## config.mk

```make
export PLATFORM = sky130hd
export DESIGN_NAME = cpu_instruction_decoder
export DESIGN_NICKNAME = d
export VERILOG_FILES = /design/src/logic/cpu_decode_pkg.sv /design/src/logic/cpu_instruction_decoder.sv
export SDC_FILE = /design/constraint.sdc
export NUM_CORES = 1
export LEC_CHECK = 0
export ABC_CLOCK_PERIOD_IN_PS = 1500
export BUFFER_PORTS_ARGS = -buffer_cell sky130_fd_sc_hd__clkbuf_2
export CAP_MARGIN = 30
export CORE_ASPECT_RATIO = 0.7
export CORE_MARGIN = 2
export CORE_UTILIZATION = 48
export DETAILED_ROUTE_END_ITERATION = 10
export PLACE_DENSITY = 0.79
export SYNTH_ARGS = -nofsm -noshare
export SYNTH_HDL_FRONTEND = slang
export SYNTH_SLANG_ARGS = --single-unit
```

## constraint.sdc

```tcl
create_clock -name clk_sys -period 1.5 [get_ports clk_sys]
set_input_delay 0.15 -clock clk_sys [delete_from_list [all_inputs] [get_ports clk_sys]]
set_output_delay 0.15 -clock clk_sys [all_outputs]
set_load 0.005 [all_outputs]
```

## src/logic/cpu_decode_pkg.sv

```systemverilog
// Contract
// RQ1: the legacy sleep opcode is legal, four bytes, and changes no state.
// RQ2: signed and unsigned multiply take two registers, 16x16 product, two bytes.
// RQ3: short divide takes the low muldiv register over a register, 16/16, two bytes.
// RQ4: long divide takes the muldiv register pair over a register, 32/16, two bytes.
// RQ5: compare then decrement lowers the register by one or two per variant.
// RQ6: compare then increment raises the register by one or two per variant.
// RQ7: normalise counts shift steps of one register into a second register.
// RQ8: arithmetic right shift keeps the sign bit and is two bytes.
// RQ9: byte widen move fills the upper byte with sign copies or zeros.
// RQ10: branch on one jumps when the bit is one; variant clears it; four bytes.
// RQ11: branch on zero jumps when the bit is zero; variant sets it; four bytes.
// RQ12: push and call pushes a register then calls absolute address, four bytes.
// RQ13: context switch pushes a register then loads it with a word, four bytes.
// RQ14: trap enters a service routine by immediate number, two bytes.
// RQ15: bit copy moves one bit to another, optionally inverted, four bytes.
// RQ16: masked field changes only masked bits of high or low byte, four bytes.
// RQ17: extended page opens a paged sequence, register variant too, two or four bytes.
// RQ18: every multiply-accumulate coprocessor instruction is four bytes.
// RQ19: add with carry includes incoming carry, word or byte, two or four bytes.
// RQ20: instruction byte length is reported to fetch in the decode cycle.
package cpu_decode_pkg;

	// opcode byte: family in the upper nibble, variant in the lower
	localparam logic [3:0] FAM_ARITH = 4'h0;
	localparam logic [3:0] FAM_CARRY = 4'h1;
	localparam logic [3:0] FAM_MULDIV = 4'h2;
	localparam logic [3:0] FAM_CMPPTR = 4'h3;
	localparam logic [3:0] FAM_SHIFT = 4'h4;
	localparam logic [3:0] FAM_WIDEN = 4'h5;
	localparam logic [3:0] FAM_BITJMP = 4'h6;
	localparam logic [3:0] FAM_STACK = 4'h7;
	localparam logic [3:0] FAM_BITOP = 4'h8;
	localparam logic [3:0] FAM_EXT = 4'h9;
	localparam logic [3:0] FAM_MAC = 4'hA;
	localparam logic [7:0] LEGACY_SLEEP_OPCODE = 8'hB0;
	localparam logic [7:0] NOP_OPCODE = 8'hCC;

	// variant codes inside families
	localparam logic [3:0] VAR_NORMALISE = 4'h0;
	localparam logic [3:0] VAR_SIGN_SHIFT = 4'h2;
	localparam logic [3:0] VAR_PUSH_CALL = 4'h0;
	localparam logic [3:0] VAR_CONTEXT = 4'h2;
	localparam logic [3:0] VAR_TRAP = 4'h4;
	localparam logic [3:0] VAR_MAC_LOAD = 4'h8;
	localparam logic [3:0] VAR_MAC_STORE = 4'h9;
	localparam logic [3:0] VAR_MULDIV_LAST = 4'h5;

	localparam logic [2:0] LEN_SHORT = 3'h2;
	localparam logic [2:0] LEN_LONG = 3'h4;

	typedef enum logic [4:0] {
		OP_NOP = 5'h00,
		OP_ALU = 5'h01,
		OP_ADD_CARRY = 5'h02,
		OP_MULTIPLY = 5'h03,
		OP_DIVIDE = 5'h04,
		OP_LONG_DIVIDE = 5'h05,
		OP_CMP_DEC = 5'h06,
		OP_CMP_INC = 5'h07,
		OP_NORMALISE = 5'h08,
		OP_SIGN_SHIFT = 5'h09,
		OP_BYTE_WIDEN = 5'h0A,
		OP_BRANCH_ONE = 5'h0B,
		OP_BRANCH_ZERO = 5'h0C,
		OP_PUSH_CALL = 5'h0D,
		OP_CONTEXT = 5'h0E,
		OP_TRAP = 5'h0F,
		OP_BIT_COPY = 5'h10,
		OP_MASKED_FIELD = 5'h11,
		OP_EXT_PAGE = 5'h12,
		OP_MAC = 5'h13,
		OP_LEGACY_SLEEP = 5'h14,
		OP_ILLEGAL = 5'h1F
	} opClass_t;

	typedef struct packed {
		logic [7:0] opcode;
		logic [7:0] operand;
		logic [15:0] ext;
	} fetch_t;

	typedef struct packed {
		opClass_t op;
		logic [2:0] lenBytes;
		logic illegal;
		logic noAction;
		logic byteOp;
		logic useCarry;
		logic signedOp;
		logic divLong;
		logic stepTwo;
		logic stepUp;
		logic signExtend;
		logic modifyBit;
		logic invertBit;
		logic highByte;
		logic extReg;
		logic pushFirst;
		logic macLoad;
		logic macStore;
		logic [3:0] regA;
		logic [3:0] regB;
		logic [6:0] trapNum;
		logic [15:0] ext;
	} decoded_t;

	localparam decoded_t DECODED_RESET = '0;

endpackage

```

## src/logic/cpu_instruction_decoder.sv

```systemverilog
`timescale 1ns/1ns
module cpu_instruction_decoder
	import cpu_decode_pkg::*;
(
	input wire logic clk_sys,
	input wire logic rst_n,
	input wire logic inValid,
	input wire fetch_t inFetch,
	output logic inReady,
	output logic [2:0] fetchLen,
	output logic outValid,
	input wire logic outReady,
	output decoded_t outInstr
);

	logic outValid_q;
	decoded_t outInstr_q;
	decoded_t decodedD;
	wire [3:0] fam;
	wire [3:0] vr;
	wire inFire;

	assign fam = inFetch.opcode[7:4];
	assign vr = inFetch.opcode[3:0];
	// one slot: accept whenever the slot is empty or being drained this cycle
	assign inReady = !outValid_q || outReady;
	assign inFire = inValid && inReady;

	wire famArith = fam == FAM_ARITH && vr[3:2] == 2'h0;
	wire famCarry = fam == FAM_CARRY && vr[3:2] == 2'h0;
	wire famMulDiv = fam == FAM_MULDIV && vr <= VAR_MULDIV_LAST;
	wire famCmpPtr = fam == FAM_CMPPTR && !vr[3];
	wire isNormalise = fam == FAM_SHIFT && vr == VAR_NORMALISE;
	wire isSignShift = fam == FAM_SHIFT && vr == VAR_SIGN_SHIFT;
	wire famWiden = fam == FAM_WIDEN && vr[3:2] == 2'h0;
	wire famBitJmp = fam == FAM_BITJMP && vr[3:2] == 2'h0;
	wire isPushCall = fam == FAM_STACK && vr == VAR_PUSH_CALL;
	wire isContext = fam == FAM_STACK && vr == VAR_CONTEXT;
	wire isTrap = fam == FAM_STACK && vr == VAR_TRAP;
	wire famBitOp = fam == FAM_BITOP && vr[3:2] == 2'h0;
	wire famExt = fam == FAM_EXT && vr[3:2] == 2'h0;
	wire famMac = fam == FAM_MAC;
	wire isSleep = inFetch.opcode == LEGACY_SLEEP_OPCODE;
	wire isNop = inFetch.opcode == NOP_OPCODE;

	wire isMultiply = famMulDiv && vr[3:1] == 3'h0;
	wire isDivide = famMulDiv && vr[2:1] == 2'h1;
	wire isLongDivide = famMulDiv && vr[2];

	// families with a short and a long form pick the long form by variant bit 0
	wire twoOrFour = famArith || famCarry || famCmpPtr || famWiden || famExt;
	wire fixedFour = famBitJmp || isPushCall || isContext || famBitOp || famMac || isSleep;
	wire legal = twoOrFour || fixedFour || famMulDiv || isNormalise || isSignShift
		|| isTrap || isNop;

	opClass_t opSel;
	assign opSel =
		isSleep ? OP_LEGACY_SLEEP : // RQ1
		isNop ? OP_NOP :
		famArith ? OP_ALU :
		famCarry ? OP_ADD_CARRY : // RQ19
		isMultiply ? OP_MULTIPLY : // RQ2
		isDivide ? OP_DIVIDE : // RQ3
		isLongDivide ? OP_LONG_DIVIDE : // RQ4
		(famCmpPtr && !vr[2]) ? OP_CMP_DEC : // RQ5
		(famCmpPtr && vr[2]) ? OP_CMP_INC : // RQ6
		isNormalise ? OP_NORMALISE : // RQ7
		isSignShift ? OP_SIGN_SHIFT : // RQ8
		famWiden ? OP_BYTE_WIDEN : // RQ9
		(famBitJmp && !vr[1]) ? OP_BRANCH_ONE : // RQ10
		(famBitJmp && vr[1]) ? OP_BRANCH_ZERO : // RQ11
		isPushCall ? OP_PUSH_CALL : // RQ12
		isContext ? OP_CONTEXT : // RQ13
		isTrap ? OP_TRAP : // RQ14
		(famBitOp && !vr[1]) ? OP_BIT_COPY : // RQ15
		(famBitOp && vr[1]) ? OP_MASKED_FIELD : // RQ16
		famExt ? OP_EXT_PAGE : // RQ17
		famMac ? OP_MAC : // RQ18
		OP_ILLEGAL;

	// length is combinational so fetch can step its counter in the same cycle
	assign fetchLen = (fixedFour || (twoOrFour && vr[0])) ? LEN_LONG : LEN_SHORT; // RQ20

	// the sleep opcode only flags noAction; no mode or clock output exists to touch
	assign decodedD = '{
		op: opSel,
		lenBytes: fetchLen,
		illegal: !legal,
		noAction: isSleep || isNop, // RQ1
		byteOp: (famArith || famCarry) && vr[1],
		useCarry: famCarry, // RQ19
		signedOp: famMulDiv && !vr[0],
		divLong: isLongDivide, // RQ4
		stepTwo: famCmpPtr && vr[1],
		stepUp: famCmpPtr && vr[2],
		signExtend: famWiden && !vr[1], // RQ9
		modifyBit: famBitJmp && vr[0],
		invertBit: famBitOp && !vr[1] && vr[0], // RQ15
		highByte: famBitOp && vr[1] && vr[0], // RQ16
		extReg: famExt && vr[1], // RQ17
		pushFirst: isPushCall || isContext, // RQ12 RQ13
		macLoad: famMac && vr == VAR_MAC_LOAD,
		macStore: famMac && vr == VAR_MAC_STORE,
		regA: inFetch.operand[7:4],
		regB: inFetch.operand[3:0],
		trapNum: inFetch.operand[6:0], // RQ14
		ext: inFetch.ext
	};

	always_ff @(posedge clk_sys) begin
		if (!rst_n) begin
			outValid_q <= 1'b0;
		end else if (inReady) begin
			outValid_q <= inValid;
		end
	end

	// the payload only loads on an accepted fetch, so it holds steady under stall
	always_ff @(posedge clk_sys) begin
		if (!rst_n) begin
			outInstr_q <= DECODED_RESET;
		end else if (inFire) begin
			outInstr_q <= decodedD;
		end
	end

	assign outValid = outValid_q;
	assign outInstr = outInstr_q;
endmodule

```

==> key figures <==
Pwr
  – Pwr dens: 888.6 nW/um2
  – P_leak: 0.001568 uW
  – Gate power share: 18.4%
  – Total power: 3017 uW
  – P_sw: 752.1 uW
  – Cell Int Power: 2265 uW
  – Power share of the clock group: 36.2%
  – Switching part of the total: 24.93%
  – Sequential power share: 45.4%
  – Worst vdd ir: 805.1 uV

Place
  – Port Buffer Count: 93
  – Post-Place Cells: 477
  – GP Congestion: 0.8850
  – Dpl hpwl: 5.464 mm

Setup path
  – R2r setup slk: 130 ps
  – CP Class: input pin to primary output
  – Startpoint types: input pin
  – Critical path origin: inFetch[31]
  – Worst path arrival time: 1260 ps
  – Worst EP required: 1350 ps
  – Origin of the critical flop-to-flop path: outValid
  – CP Capture Type: primary output
  – R2R depth: 5
  – CP Max Fanout: 8
  – RR Endpoint: outInstr[9]

GRT
  – Gr usage total: 26.08%
  – Via count of the first global-routing pass: 2422
  – Initial antenna violation count: 0
  – First-pass GRT wire length: 11.59 mm
  – Largest net degree at the start of global routing: 22
  – Total grt overflow: 0

Timing
  – # setup viols final: 0
  – Fmax achieved: 0.7093 GHz
  – Final min period: 1410 ps
  – Period utilization: 93.99%
  – RSZ-0062 raised after global routing: true
  – Worst Clk Skew: 4.279 ps
  – Max Slew Vio Count: 0
  – Final hold violation count: 0

Layout
  – Fin util: 70.24%
  – P&R area growth vs syn: 39.32%
  – Ant diodes: 0
  – Final net count: 453
  – Share of cells above drive strength 1: 40.53%
  – Final std cells w/o fill: 486

Floorplanning
  – Die ar.: 5673 um2
  – # IOs: 96
  – Die X: 89.17 um
  – Die H: 63.62 um
  – Initial core utilization: 50.41%
  – CORE AREA: 4835 um2
  – Number of cell rows: 21

Run
  – Maximum Capacitance Violations: 0

Synth
  – Area leader, netlist: dfxtp_1
  – Synth area leaders: dfxtp_1 (39%), nand2_1 (11%), a21boi_0 (5.9%)
  – Post-Syn Area per Cell: 8.179 um2
  – YS warnings: 0
  – Top-count cell post-synth: nand2_1
  – Share of the synthesized area in the top cell type: 39.43%
  – Post-synth ARST share: 0%
  – Ys flop type: dfxtp_1
  – Cell count after synthesis: 298
  – Post-synthesis register bit count: 48
  – Post-synth EDFFs: 0
  – Synth cell types: 54
  – Sequential area share after synthesis: 39.43%
  – Syn Std Cell Area: 2437 um2
  – Commonest cells post-synth: nand2_1 (70), dfxtp_1 (48), a21boi_0 (19)

Drt
  – DR WL/cell: 14.45 um
  – Post-route DRC: 0
  – Post-route ant nets: 0
  – Vias per cell: 5.249
  – Drt pass-1 iters: 4
  – DRT Wirelength: 7.025 mm
  – DR iter-0 viols: 112
  – DR vias: 2551

CTS
  – CTS tree: yes
  – CTS Buffer Depth: 2
  – CTS clk-pin slew, worst paths: 80 ps
  – Clk Tree Root Cell: clkbuf_8
  – Clock Sinks: 48
  – CTS Buf Count: 5
  – Post-CTS Hold Fix Bufs: 0
  – Worst-Skew Late Latency: 300 ps
  – H-tree depth: 2

Worst hold path
  – Hold Crit Class: input pin to flop
  – Hold Path End: outInstr[30]
  – Hold path depth: 3
  – Hold path startpoint: inFetch[23]

Run status
  – Status: completed
## metal layers
metal / routed length (um) / global-route usage [%] / vias up
li1: - / - / 1258
met1: 3388 / 37.80 / 1187
met2: 3073 / 40.00 / 97
met3: 488 / 5.111 / 9
met5: 0 / 0 / -
met4: 75 / 5.597 / 0
## power groups by stage
| stage | Sequential, uW | Clock (uW) | Combinational [uW] |
|---|---|---|---|
| 6_report | 1370 | 1090 | 556 |
| 5_1_grt | 1380 | 1150 | 614 |
| 4_1_cts | 1370 | 1100 | 544 |
| 3_5_place_dp | 1400 | 0 | 539 |
| 3_3_place_gp | 1400 | 0 | 537 |
| 2_1_floorplan | 1400 | 0 | 271 |
## layout make-up
type,count,area (um2)
clock buffers,5,68.82
clock inverters,2,60.06
fillers,406,1439
inverters,6,22.52
multi-input cells,209,1279
flip-flops and latches,48,960.9
well taps,69,86.33
repair buffers,147,918.4
## stage by stage
step	area, um2	setup TNS, ps	hold slack, ps	setup slack, ps
floorplan	2441	0	284.8	92.46
global placement	3217	-720.9	370.9	-152.9
detailed placement	3217	-801.4	377.1	-177.4
CTS	3353	0	52.77	24.84
global route	3396	-19.13	55.05	-19.13
finish	3396	0	59.84	90.18
## state kept, by name (all words and copies together) (netlist names)
signal	count
outInstr	47
outValid	1
## worst max-delay path, stage by stage
cell	delay, ps
clkbuf_2	130
buf_6	150
nor4b_2	270
buf_4	180
a31oi_1	80
nand2_1	100
a21oi_2	60
inv_1	60
clkbuf_2	100
## how the worst max path moves through the flow
stage                              end  slack [ps]
after global placement    outInstr[53]        -150
after global routing       fetchLen[2]         -20
after floorplan           outInstr[53]          90
after detailed placement  outInstr[53]        -180
after CTS                  fetchLen[2]          20
final                      fetchLen[2]          90
## cells in the final DEF (no fill, tap or decap), types with 3 or more instances in the layout
master / n
o21ai_0: 5
nor4_1: 4
buf_4: 49
nor2_1: 11
a21boi_0: 19
clkbuf_2: 91
inv_1: 5
nor3_1: 4
o21ai_1: 3
buf_12: 3
o31ai_1: 3
nand3_1: 8
nor2b_1: 9
and2_1: 5
clkbuf_8: 5
nand4_1: 4
a21oi_1: 6
a21boi_1: 16
dfxtp_1: 48
nand2_1: 69
## logic make-up after synthesis
family	count (synthesis)	synth area share [%]
AO/OA/AOI/OAI	74	23.00
XOR/XNOR	1	0.3594
buffers and inverters	42	9.291
flip-flops	48	39.42
other	1	0.1539
AND/OR/NAND/NOR	132	27.77
## timing repair
| action | CTS | global route |
|---|---|---|
| pin swaps | 0 | 3 |
| buffers inserted | 0 | 2 |
| gates resized for setup | 2 | 8 |
| endpoints found under the setup margin | 1 | 3 |
Power figures use the tool's default switching activity.
